==> src/hw/rfc_consts.svh <==
// Constants for the serial-bus register target.
// Assumes inclusion by the design module rfc_top by bare name.
`ifndef RFC_CONSTS_SVH
`define RFC_CONSTS_SVH
`define RFC_DEV_ADDR 7'h37
`define RFC_REG_COUNT 4
`define RFC_REG_R0_IDX 2'h0
`define RFC_REG_R1_IDX 2'h1
`define RFC_REG_FLASH_IDX 2'h2
`define RFC_REG_VREG_IDX 2'h3
`define RFC_R0_RESET 8'h00
`define RFC_R1_RESET 8'h00
`define RFC_FLASH_RESET 8'h10
`define RFC_VREG_RESET 8'h00
`define RFC_FLASH_RSVD_MASK 8'h1f
`define RFC_VREG_RSVD_MASK 8'h7f
`define RFC_FLASH_RANGE_BIT 0
`define RFC_FLASH_LEVEL_LSB 1
`define RFC_FLASH_TMO_BIT 4
`define RFC_REG1_LSB 0
`define RFC_REG2_LSB 4
`define RFC_REG1_MAX_CODE 4'h9
`define RFC_REG2_MAX_CODE 3'h4
`define RFC_FLASH_MAX_MS 500
`define RFC_CLK_MHZ 50
`define RFC_FLASH_MAX_CYC (`RFC_FLASH_MAX_MS * 1000 * `RFC_CLK_MHZ)
`endif

==> src/hw/rfc_pkg.sv <==
// Types for the serial-bus register target.
// Assumes no surroundings beyond the constants header.
package rfc_pkg;
    typedef enum logic [6:0] {
        ST_IDLE = 7'b0000001,
        ST_ADDR = 7'b0000010,
        ST_AACK = 7'b0000100,
        ST_WBYT = 7'b0001000,
        ST_WACK = 7'b0010000,
        ST_RBYT = 7'b0100000,
        ST_RACK = 7'b1000000
    } rfc_state_t;
    typedef logic [7:0] rfc_byte_t;
endpackage

==> src/hw/rfc_sync.sv <==
// Two-stage synchroniser with start and stop detection for the bus pins.
// Assumes pins asynchronous to CLK_SYS_IN.
`timescale 1ns/1ps
`default_nettype none
module rfc_sync (
    input wire logic clk_in,
    input wire logic srst_in,
    input wire logic scl_pin_in,
    input wire logic sda_pin_in,
    output logic scl_out,
    output logic sda_out,
    output logic scl_rise_out,
    output logic scl_fall_out,
    output logic start_out,
    output logic stop_out
);
    logic [1:0] scl_ff_reg;
    logic [1:0] sda_ff_reg;
    logic scl_d_reg;
    logic sda_d_reg;
    always_ff @(posedge clk_in) begin
        if (srst_in) begin
            scl_ff_reg <= 2'h3;
            sda_ff_reg <= 2'h3;
            scl_d_reg <= 1'b1;
            sda_d_reg <= 1'b1;
        end else begin
            scl_ff_reg <= {scl_ff_reg[0], scl_pin_in};
            sda_ff_reg <= {sda_ff_reg[0], sda_pin_in};
            scl_d_reg <= scl_ff_reg[1];
            sda_d_reg <= sda_ff_reg[1];
        end
    end
    assign scl_out = scl_ff_reg[1];
    assign sda_out = sda_ff_reg[1];
    assign scl_rise_out = scl_ff_reg[1] & ~scl_d_reg;
    assign scl_fall_out = ~scl_ff_reg[1] & scl_d_reg;
    assign start_out = scl_ff_reg[1] & scl_d_reg & sda_d_reg & ~sda_ff_reg[1];
    assign stop_out = scl_ff_reg[1] & scl_d_reg & ~sda_d_reg & sda_ff_reg[1];
endmodule // rfc_sync
`default_nettype wire

==> src/hw/rfc_top.sv <==
// Serial-bus register target with flash range and regulator control.
// Assumes an external master on open-drain lines; SCL/SDA may be asynchronous.
//
// Behaviour
// - Range bit one selects high flash range
// - Range bit zero selects spotlight range
// - Register three enables and sets both regulators
// - Second regulator code table, high codes off
// - First regulator code table 3.3V to 2.5V
// - Four readable writable eight-bit registers
// - No pointer increment; one register each
// - Start, stop frame; repeated start accepted
// - Only seven-bit addressing decoded
// - Works at standard and fast rates
// - Answers address 0x37, bytes 0x6E/0x6F
// - Eighth address bit gives direction
// - Write: address, register, data, all acknowledged
// - Combined read returns pointed register byte
// - Pointer kept across stop and others
// - Later read returns previously pointed register
// - Enable low resets all registers
// - Registers kept during thermal shutdown
`timescale 1ns/1ps
`default_nettype none
`include "rfc_consts.svh"
module rfc_top #(
    parameter int FLASH_MAX_CYC = `RFC_FLASH_MAX_CYC
) (
    // Clock and reset
    input wire logic CLK_SYS_IN,
    input wire logic SRST_IN,
    // Device enable and thermal state
    input wire logic ENABLE_PIN_IN,
    input wire logic THERMAL_SHDN_IN,
    // Serial bus
    input wire logic SCL_IN,
    input wire logic SDA_IN,
    output logic SDA_OUT,
    output logic SDA_OE_OUT,
    // Flash sink
    output logic FLASH_RANGE_HIGH_OUT,
    output logic [2:0] FLASH_LEVEL_OUT,
    output logic FLASH_TMO_EN_OUT,
    output logic FLASH_PULSE_LIMIT_OUT,
    // Regulators
    output logic REG1_ON_OUT,
    output logic [3:0] REG1_CODE_OUT,
    output logic REG2_ON_OUT,
    output logic [2:0] REG2_CODE_OUT
);
    import rfc_pkg::*;

    initial begin
        if (FLASH_MAX_CYC < 1) $error("FLASH_MAX_CYC must be positive");
    end

    // ----------------------------------------
    // Pin synchronisers
    // ----------------------------------------
    logic scl_s, sda_s, scl_rise, scl_fall, bus_start, bus_stop;
    logic [1:0] en_ff_reg;
    logic dev_rst;
    rfc_sync u_sync (
        .clk_in(CLK_SYS_IN),
        .srst_in(SRST_IN),
        .scl_pin_in(SCL_IN),
        .sda_pin_in(SDA_IN),
        .scl_out(scl_s),
        .sda_out(sda_s),
        .scl_rise_out(scl_rise),
        .scl_fall_out(scl_fall),
        .start_out(bus_start),
        .stop_out(bus_stop)
    );
    always_ff @(posedge CLK_SYS_IN) begin
        if (SRST_IN) en_ff_reg <= 2'h0;
        else en_ff_reg <= {en_ff_reg[0], ENABLE_PIN_IN};
    end
    assign dev_rst = SRST_IN | ~en_ff_reg[1];

    // ----------------------------------------
    // Protocol engine
    // ----------------------------------------
    rfc_state_t state_reg;
    rfc_byte_t shift_reg;
    logic [3:0] bit_cnt_reg;
    logic rd_dir_reg;
    logic ptr_phase_reg;
    logic [1:0] ptr_reg;
    logic [7:0] regs_reg [`RFC_REG_COUNT];
    logic wr_stb;
    logic sda_drv_reg;
    logic match;

    function automatic logic [1:0] rfc_idx(input rfc_byte_t b);
        rfc_idx = b[1:0];
    endfunction

    function automatic rfc_byte_t rfc_mask(input logic [1:0] idx, input rfc_byte_t d);
        if (idx == `RFC_REG_FLASH_IDX) rfc_mask = d & `RFC_FLASH_RSVD_MASK;
        else if (idx == `RFC_REG_VREG_IDX) rfc_mask = d & `RFC_VREG_RSVD_MASK;
        else rfc_mask = d;
    endfunction

    // Only 7-bit addresses; 10-bit prefix 11110xx never matches 0x37
    assign match = (shift_reg[7:1] == `RFC_DEV_ADDR);

    always_ff @(posedge CLK_SYS_IN) begin
        if (dev_rst) begin
            state_reg <= ST_IDLE;
            shift_reg <= 8'h00;
            bit_cnt_reg <= 4'h0;
            rd_dir_reg <= 1'b0;
            ptr_phase_reg <= 1'b0;
        end else if (bus_stop) begin
            state_reg <= ST_IDLE;
        end else if (bus_start) begin
            state_reg <= ST_ADDR;
            bit_cnt_reg <= 4'h0;
        end else begin
            case (state_reg)
                ST_IDLE: begin
                end
                ST_ADDR, ST_WBYT: begin
                    if (scl_rise) begin
                        shift_reg <= {shift_reg[6:0], sda_s};
                        bit_cnt_reg <= bit_cnt_reg + 4'h1;
                    end else if (scl_fall && bit_cnt_reg == 4'h8) begin
                        bit_cnt_reg <= 4'h0;
                        if (state_reg == ST_WBYT) begin
                            state_reg <= ST_WACK;
                        end else if (match) begin
                            rd_dir_reg <= shift_reg[0];
                            ptr_phase_reg <= 1'b1;
                            state_reg <= ST_AACK;
                        end else begin
                            state_reg <= ST_IDLE;
                        end
                    end
                end
                ST_AACK: begin
                    if (scl_fall) begin
                        if (rd_dir_reg) begin
                            shift_reg <= regs_reg[ptr_reg];
                            state_reg <= ST_RBYT;
                        end else begin
                            state_reg <= ST_WBYT;
                        end
                    end
                end
                ST_WACK: begin
                    if (scl_fall) begin
                        ptr_phase_reg <= 1'b0;
                        state_reg <= ptr_phase_reg ? ST_WBYT : ST_IDLE;
                    end
                end
                ST_RBYT: begin
                    if (scl_fall) begin
                        shift_reg <= {shift_reg[6:0], 1'b0};
                        bit_cnt_reg <= bit_cnt_reg + 4'h1;
                        if (bit_cnt_reg == 4'h7) state_reg <= ST_RACK;
                    end
                end
                ST_RACK: begin
                    // Acknowledge bit ends the read, ACK or NACK; no second byte
                    if (scl_fall) state_reg <= ST_IDLE;
                end
                default: state_reg <= ST_IDLE;
            endcase
        end
    end

    assign wr_stb = (state_reg == ST_WBYT) && scl_fall && (bit_cnt_reg == 4'h8) && !bus_stop
        && !bus_start;

    // ----------------------------------------
    // Pointer and registers
    // ----------------------------------------
    always_ff @(posedge CLK_SYS_IN) begin
        if (dev_rst) ptr_reg <= `RFC_REG_R0_IDX;
        else if (wr_stb && ptr_phase_reg) ptr_reg <= rfc_idx(shift_reg);
    end

    always_ff @(posedge CLK_SYS_IN) begin
        if (dev_rst) begin
            regs_reg[`RFC_REG_R0_IDX] <= `RFC_R0_RESET;
            regs_reg[`RFC_REG_R1_IDX] <= `RFC_R1_RESET;
            regs_reg[`RFC_REG_FLASH_IDX] <= `RFC_FLASH_RESET;
            regs_reg[`RFC_REG_VREG_IDX] <= `RFC_VREG_RESET;
        end else if (wr_stb && !ptr_phase_reg) begin
            // Thermal shutdown does not touch stored values
            regs_reg[ptr_reg] <= rfc_mask(ptr_reg, shift_reg);
        end
    end

    // ----------------------------------------
    // SDA drive
    // ----------------------------------------
    always_ff @(posedge CLK_SYS_IN) begin
        if (dev_rst) sda_drv_reg <= 1'b0;
        else if (state_reg == ST_AACK || state_reg == ST_WACK) sda_drv_reg <= 1'b1;
        else if (state_reg == ST_RBYT) sda_drv_reg <= ~shift_reg[7];
        else sda_drv_reg <= 1'b0;
    end
    always_ff @(posedge CLK_SYS_IN) begin
        SDA_OUT <= 1'b0;
        if (SRST_IN) SDA_OE_OUT <= 1'b0;
        else SDA_OE_OUT <= sda_drv_reg & ~bus_stop & ~bus_start;
    end

    // ----------------------------------------
    // Flash and regulator outputs
    // ----------------------------------------
    logic [31:0] pulse_cnt_reg;
    logic flash_on;
    rfc_byte_t fl_r, vr_r;
    assign fl_r = regs_reg[`RFC_REG_FLASH_IDX];
    assign vr_r = regs_reg[`RFC_REG_VREG_IDX];
    assign flash_on = fl_r[`RFC_FLASH_RANGE_BIT] && (fl_r[3:1] != 3'h0) && !THERMAL_SHDN_IN;

    always_ff @(posedge CLK_SYS_IN) begin
        if (dev_rst || !flash_on) pulse_cnt_reg <= 32'h0;
        else if (pulse_cnt_reg < FLASH_MAX_CYC) pulse_cnt_reg <= pulse_cnt_reg + 32'h1;
    end

    always_ff @(posedge CLK_SYS_IN) begin
        if (dev_rst) begin
            FLASH_RANGE_HIGH_OUT <= 1'b0;
            FLASH_LEVEL_OUT <= 3'h0;
            FLASH_TMO_EN_OUT <= 1'b1;
            FLASH_PULSE_LIMIT_OUT <= 1'b0;
            REG1_ON_OUT <= 1'b0;
            REG1_CODE_OUT <= 4'h0;
            REG2_ON_OUT <= 1'b0;
            REG2_CODE_OUT <= 3'h0;
        end else begin
            FLASH_RANGE_HIGH_OUT <= fl_r[`RFC_FLASH_RANGE_BIT];
            FLASH_LEVEL_OUT <= THERMAL_SHDN_IN ? 3'h0 : fl_r[3:1];
            FLASH_TMO_EN_OUT <= fl_r[`RFC_FLASH_TMO_BIT];
            FLASH_PULSE_LIMIT_OUT <= flash_on && (pulse_cnt_reg >= FLASH_MAX_CYC);
            REG1_ON_OUT <= !THERMAL_SHDN_IN && vr_r[3:0] != 4'h0
                && vr_r[3:0] <= `RFC_REG1_MAX_CODE;
            REG1_CODE_OUT <= vr_r[3:0];
            REG2_ON_OUT <= !THERMAL_SHDN_IN && vr_r[6:4] != 3'h0
                && vr_r[6:4] <= `RFC_REG2_MAX_CODE;
            REG2_CODE_OUT <= vr_r[6:4];
        end
    end
endmodule // rfc_top
`default_nettype wire

==> config.mk <==
export PLATFORM = sky130hd
export DESIGN_NAME = rfc_top
export DESIGN_NICKNAME = d
export VERILOG_FILES = /design/src/hw/rfc_pkg.sv /design/src/hw/rfc_sync.sv /design/src/hw/rfc_top.sv
export VERILOG_INCLUDE_DIRS = /design/src /design/src/hw
export SDC_FILE = /design/constraint.sdc
export NUM_CORES = 1
export LEC_CHECK = 0
export BUFFER_PORTS_ARGS = -buffer_cell sky130_fd_sc_hd__buf_2
export CORE_ASPECT_RATIO = 0.7
export CORE_UTILIZATION = 54
export CTS_BUF_LIST = sky130_fd_sc_hd__clkbuf_8
export DETAILED_ROUTE_END_ITERATION = 12
export PLACE_DENSITY_LB_ADDON = 0.05
export SLEW_MARGIN = 20
export SYNTH_ARGS = -nofsm -noshare
export SYNTH_HDL_FRONTEND = slang
export SYNTH_SLANG_ARGS = --single-unit
==> constraint.sdc <==
create_clock -name CLK_SYS_IN -period 2.95 [get_ports CLK_SYS_IN]
set_clock_uncertainty 0.1 [all_clocks]
set_input_delay 0.4425 -clock CLK_SYS_IN [delete_from_list [all_inputs] [get_ports CLK_SYS_IN]]
set_output_delay 0.4425 -clock CLK_SYS_IN [all_outputs]
set_load 0.1 [all_outputs]
==> impl_metrics.xml <==
<?xml version="1.0" encoding="UTF-8"?>
<metrics>
  <group name="cells_and_area">
    <metric name="layout-drive-gt1-share" unit="%">16.4</metric>
    <metric name="synthToLayoutAreaGrowth" unit="%">14.7</metric>
    <metric name="n_antenna_cell" unit="">0</metric>
    <metric name="layout.cell_area.non_filler" unit="µm²">5700</metric>
    <metric name="n_fill_cell" unit="">710</metric>
    <metric name="layout.core_utilization" unit="%">65.6</metric>
    <metric name="final_nets" unit="">526</metric>
  </group>
  <group name="placement">
    <metric name="post-dp-hpwl" unit="mm">7.33</metric>
    <metric name="finalWeightedCongestion" unit="">0.890</metric>
    <metric name="place_area" unit="µm²">5230</metric>
    <metric name="io_buffers" unit="">21</metric>
  </group>
  <group name="job">
    <metric name="timing.max_cap.violations" unit="">0</metric>
  </group>
  <group name="synth">
    <metric name="synthAdderAreaFrac" unit="%">1.01</metric>
    <metric name="yosys_warnings" unit="">0</metric>
    <metric name="syn_area" unit="µm²">4970</metric>
    <metric name="muxShareOfSynthArea" unit="%">6.04</metric>
    <metric name="synth_top_cell_by_area" unit="">sky130_fd_sc_hd__dfxtp_1</metric>
    <metric name="yosys_most_used_dff" unit="">sky130_fd_sc_hd__dfxtp_1</metric>
    <metric name="synthCells" unit="">483</metric>
    <metric name="post_synth_xor_area_fraction" unit="%">3.00</metric>
    <metric name="synth_top_area_share" unit="%">33.0</metric>
    <metric name="seq_area_frac_synth" unit="%">52.4</metric>
    <metric name="ys_async_sr_fraction" unit="%">0</metric>
    <metric name="synth.ff_latch_count" unit="">114</metric>
    <metric name="post_synth.cell_area_avg" unit="µm²">10.3</metric>
    <metric name="yosys.cell_types.count" unit="">59</metric>
    <metric name="yosys.area_share.simple" unit="%">26.2</metric>
    <metric name="synth_compound_area_share" unit="%">8.48</metric>
    <metric name="number_of_enable_flip_flop_cells_after_synthesis" unit="">32</metric>
    <metric name="synth_top_family_by_area" unit="">simple AND/OR/NAND/NOR gates</metric>
    <metric name="post_synth_main_area_contributors" unit="">sky130_fd_sc_hd__dfxtp_1 (33%), sky130_fd_sc_hd__edfxtp_1 (19%), sky130_fd_sc_hd__and2_1 (4.7%)</metric>
  </group>
  <group name="clocking">
    <metric name="post_cts.resized_instances" unit="">0</metric>
    <metric name="insertion_delay_to_the_later_sink_of_the_worst_skew_pair" unit="ns">0.42</metric>
    <metric name="clockRootBuffer" unit="">sky130_fd_sc_hd__clkbuf_8</metric>
    <metric name="cts.clk_slew.worst_paths" unit="ns">0.07</metric>
    <metric name="cts.path.max_buffers" unit="">2</metric>
    <metric name="numCtsBuffers" unit="">17</metric>
    <metric name="cts.hold.buffers_added" unit="">0</metric>
    <metric name="cts_tree" unit="">built</metric>
    <metric name="cts.sinks" unit="">114</metric>
    <metric name="postCtsSetupRepairBufs" unit="">0</metric>
    <metric name="htree_num_levels" unit="">4</metric>
  </group>
  <group name="sta">
    <metric name="max_clock_freq" unit="MHz">398</metric>
    <metric name="final_hold_viol_count" unit="">0</metric>
    <metric name="relative_slew_slack" unit="%">58.5</metric>
    <metric name="grt_setup_unrepaired" unit="">false</metric>
    <metric name="worst-slew-pin-transition" unit="ns">0.622</metric>
    <metric name="final_critical_period" unit="ns">2.51</metric>
    <metric name="fin_setup_tns" unit="ns">0</metric>
    <metric name="setup-violations-final" unit="">0</metric>
    <metric name="fin_crit_sh" unit="%">85.2</metric>
    <metric name="slew_viol_final" unit="">0</metric>
  </group>
  <group name="grt">
    <metric name="grt_first_pass_wirelength" unit="mm">16.8</metric>
    <metric name="antenna_found_initial" unit="">0</metric>
    <metric name="via_count_of_the_first_global_routing_pass" unit="">3352</metric>
    <metric name="globalRouteOverflowTotal" unit="">0</metric>
    <metric name="grt_max_degree" unit="">26</metric>
    <metric name="grtUsageTotal" unit="%">23.9</metric>
  </group>
  <group name="pwr">
    <metric name="p_total" unit="mW">3.41</metric>
    <metric name="total_leakage_power" unit="nW">2.18</metric>
    <metric name="peak_supply_drop" unit="mV">0.410</metric>
    <metric name="power-per-cell-area" unit="nW/µm²">598</metric>
  </group>
  <group name="worst_setup_path">
    <metric name="critical_path.reg2reg.endpoint" unit="">shift_reg[1]$_SDFFE_PP0P_</metric>
    <metric name="cpPeakStageDelay" unit="ns">0.58</metric>
    <metric name="critical_path_buf_inv_count" unit="">0</metric>
    <metric name="critical-path-slowest-cell" unit="">sky130_fd_sc_hd__or4_4</metric>
    <metric name="worst-endpoint-arrival" unit="ns">2.75</metric>
    <metric name="cp.depth" unit="">6</metric>
    <metric name="setup.worst_path.end_class" unit="">flop</metric>
    <metric name="critPathTopFamily" unit="">simple AND/OR/NAND/NOR gates</metric>
    <metric name="timing_worst_setup_path_type" unit="">flop to flop</metric>
    <metric name="data_required_time_of_the_worst_path" unit="ns">3.19</metric>
    <metric name="r2r.worst_path.cells" unit="">6</metric>
    <metric name="regToRegStartpoint" unit="">state_reg[6]$_SDFFE_PP0P_</metric>
    <metric name="startpoint_class_of_the_critical_path" unit="">flop</metric>
    <metric name="series_of_cell_instances_along_the_critical_path" unit="">or4_4 -&gt; nor3_1 -&gt; a21oi_1 -&gt; o22ai_2 -&gt; nor2_1 -&gt; a211oi_1</metric>
    <metric name="critPathMaxFanout" unit="">16</metric>
    <metric name="rrSetupSlack" unit="ns">0.44</metric>
  </group>
  <group name="floorplan">
    <metric name="die_h" unit="µm">82.3</metric>
    <metric name="total_die_area" unit="µm²">9600</metric>
    <metric name="core_region_area" unit="µm²">8690</metric>
    <metric name="initial_core_util" unit="%">57.2</metric>
    <metric name="die-width" unit="µm">117</metric>
    <metric name="rows" unit="">28</metric>
    <metric name="ios" unit="">23</metric>
  </group>
  <group name="route">
    <metric name="firstDrtPassIters" unit="">4</metric>
    <metric name="avgRoutedWirePerCell" unit="µm">16.2</metric>
    <metric name="detail_route.wirelength" unit="mm">10.5</metric>
    <metric name="post-route-drc-count" unit="">0</metric>
    <metric name="route.detailed.vias_per_inst" unit="">5.68</metric>
    <metric name="ant_nets" unit="">0</metric>
    <metric name="routed-via-count" unit="">3686</metric>
    <metric name="initialDrtViolationCount" unit="">286</metric>
  </group>
  <group name="status">
    <metric name="result_of_the_run" unit="">complete, no violations</metric>
  </group>
  <group name="hold_path">
    <metric name="holdCritPathClass" unit="">input pin to flop</metric>
    <metric name="worst_hold_path.endpoint" unit="">u_sync.sda_ff_reg[0]$_SDFF_PP1_</metric>
    <metric name="min_delay_path_depth" unit="">2</metric>
    <metric name="hold_path.startpoint" unit="">SDA_IN</metric>
  </group>
</metrics>
report_power, final:
group | total [mW] | internal [mW] | switching (mW)
Combinational | 0.0524 | 0.0181 | 0.0343
Sequential | 1.63 | 1.62 | 0.0101
Clock | 1.73 | 1.08 | 0.641
layer usage:
layer	routed length (µm)	vias to the layer above	track usage, %	share of wire, %
li1	-	1815	-	-
met1	5240	1756	33.8	50
met2	4540	104	35.3	43
met3	622	11	7.37	5.9
met4	90	0	6.96	0.86
met5	0	-	0	0
area by class of cell:
class                           instances  area (µm²)  area share [%]
Clock buffer                           17         234            4.11
Clock inverter                         15         238            4.17
Inverter                                9        33.8           0.593
Multi-Input combinational cell        340        2240            39.3
Sequential cell                       114        2600            45.7
Tap cell                              120         150            2.64
Timing Repair Buffer                   34         203            3.56
cell usage in the layout, fill, tap and decap left out, types with 9 or more instances in the layout:
cell                       netlist  routed
sky130_fd_sc_hd__mux2i_1        12      12
sky130_fd_sc_hd__and3_1         24      24
sky130_fd_sc_hd__buf_2           2      21
sky130_fd_sc_hd__nand2b_1       14      14
sky130_fd_sc_hd__a211oi_1       11      11
sky130_fd_sc_hd__clkbuf_8        0      17
sky130_fd_sc_hd__nor3_1          9       9
sky130_fd_sc_hd__nand2_1        27      27
sky130_fd_sc_hd__nand4_1        15      15
sky130_fd_sc_hd__a21oi_1        16      16
sky130_fd_sc_hd__nand3_1        13      13
sky130_fd_sc_hd__nor2_1         49      49
sky130_fd_sc_hd__edfxtp_1       32      32
sky130_fd_sc_hd__inv_1           9       9
sky130_fd_sc_hd__and2_1         37      37
sky130_fd_sc_hd__xor2_1         15      15
sky130_fd_sc_hd__dfxtp_1        82      82
sky130_fd_sc_hd__buf_4           1      13
logic make-up (layout without fill, tap and decap cells):
logic type | count (synthesis) | in the layout
buf+inv | 32 | 75
other cells | 1 | 4
mux | 20 | 20
xor+xnor | 17 | 17
flops | 114 | 114
compound gates | 61 | 61
fa+ha+maj | 4 | 4
simple gates | 234 | 234
through the flow:
stage	std cells	hold WS (ns)	setup WS, ns
final	649	0.103	0.437
after global routing	649	0.0840	0.200
after CTS	649	0.0866	0.464
after detailed placement	617	0.298	0.464
after global placement	617	0.295	0.522
after floorplan	486	0.289	0.665
how the worst max path moves through the flow:
stage / startpoint / endpoint / slack, ns
2_1_floorplan: state_reg[5]$_SDFFE_PP0P_ / regs_reg[3][0]$_DFFE_PP_ / 0.67
3_3_place_gp: state_reg[1]$_SDFFE_PP0P_ / shift_reg[1]$_SDFFE_PP0P_ / 0.52
3_5_place_dp: state_reg[1]$_SDFFE_PP0P_ / shift_reg[6]$_SDFFE_PP0P_ / 0.46
4_1_cts: state_reg[6]$_SDFFE_PP0P_ / shift_reg[1]$_SDFFE_PP0P_ / 0.46
5_1_grt: state_reg[1]$_SDFFE_PP0P_ / shift_reg[4]$_SDFFE_PP0P_ / 0.20
6_report: state_reg[6]$_SDFFE_PP0P_ / shift_reg[1]$_SDFFE_PP0P_ / 0.44
Yosys cell counts, drive strengths merged, types with 2 or more instances:
cell type / instances
a22oi: 2
nor3b: 3
nor3: 9
a2111oi: 3
and2: 37
or4: 7
nand4b: 2
buf: 9
or2: 7
nand2: 27
nor4: 6
clkbuf: 14
o22ai: 3
nand2b: 14
o31ai: 2
nand4: 15
a211oi: 11
mux4: 8
ha: 4
a21oi: 16
xor2: 15
xnor2: 2
or3: 6
inv: 9
nand3: 13
o21ai: 9
edfxtp: 32
nor2b: 7
mux2i: 12
and3: 24
o211ai: 7
dfxtp: 82
nor2: 50
No activity file was read; power rests on OpenSTA's default activity.
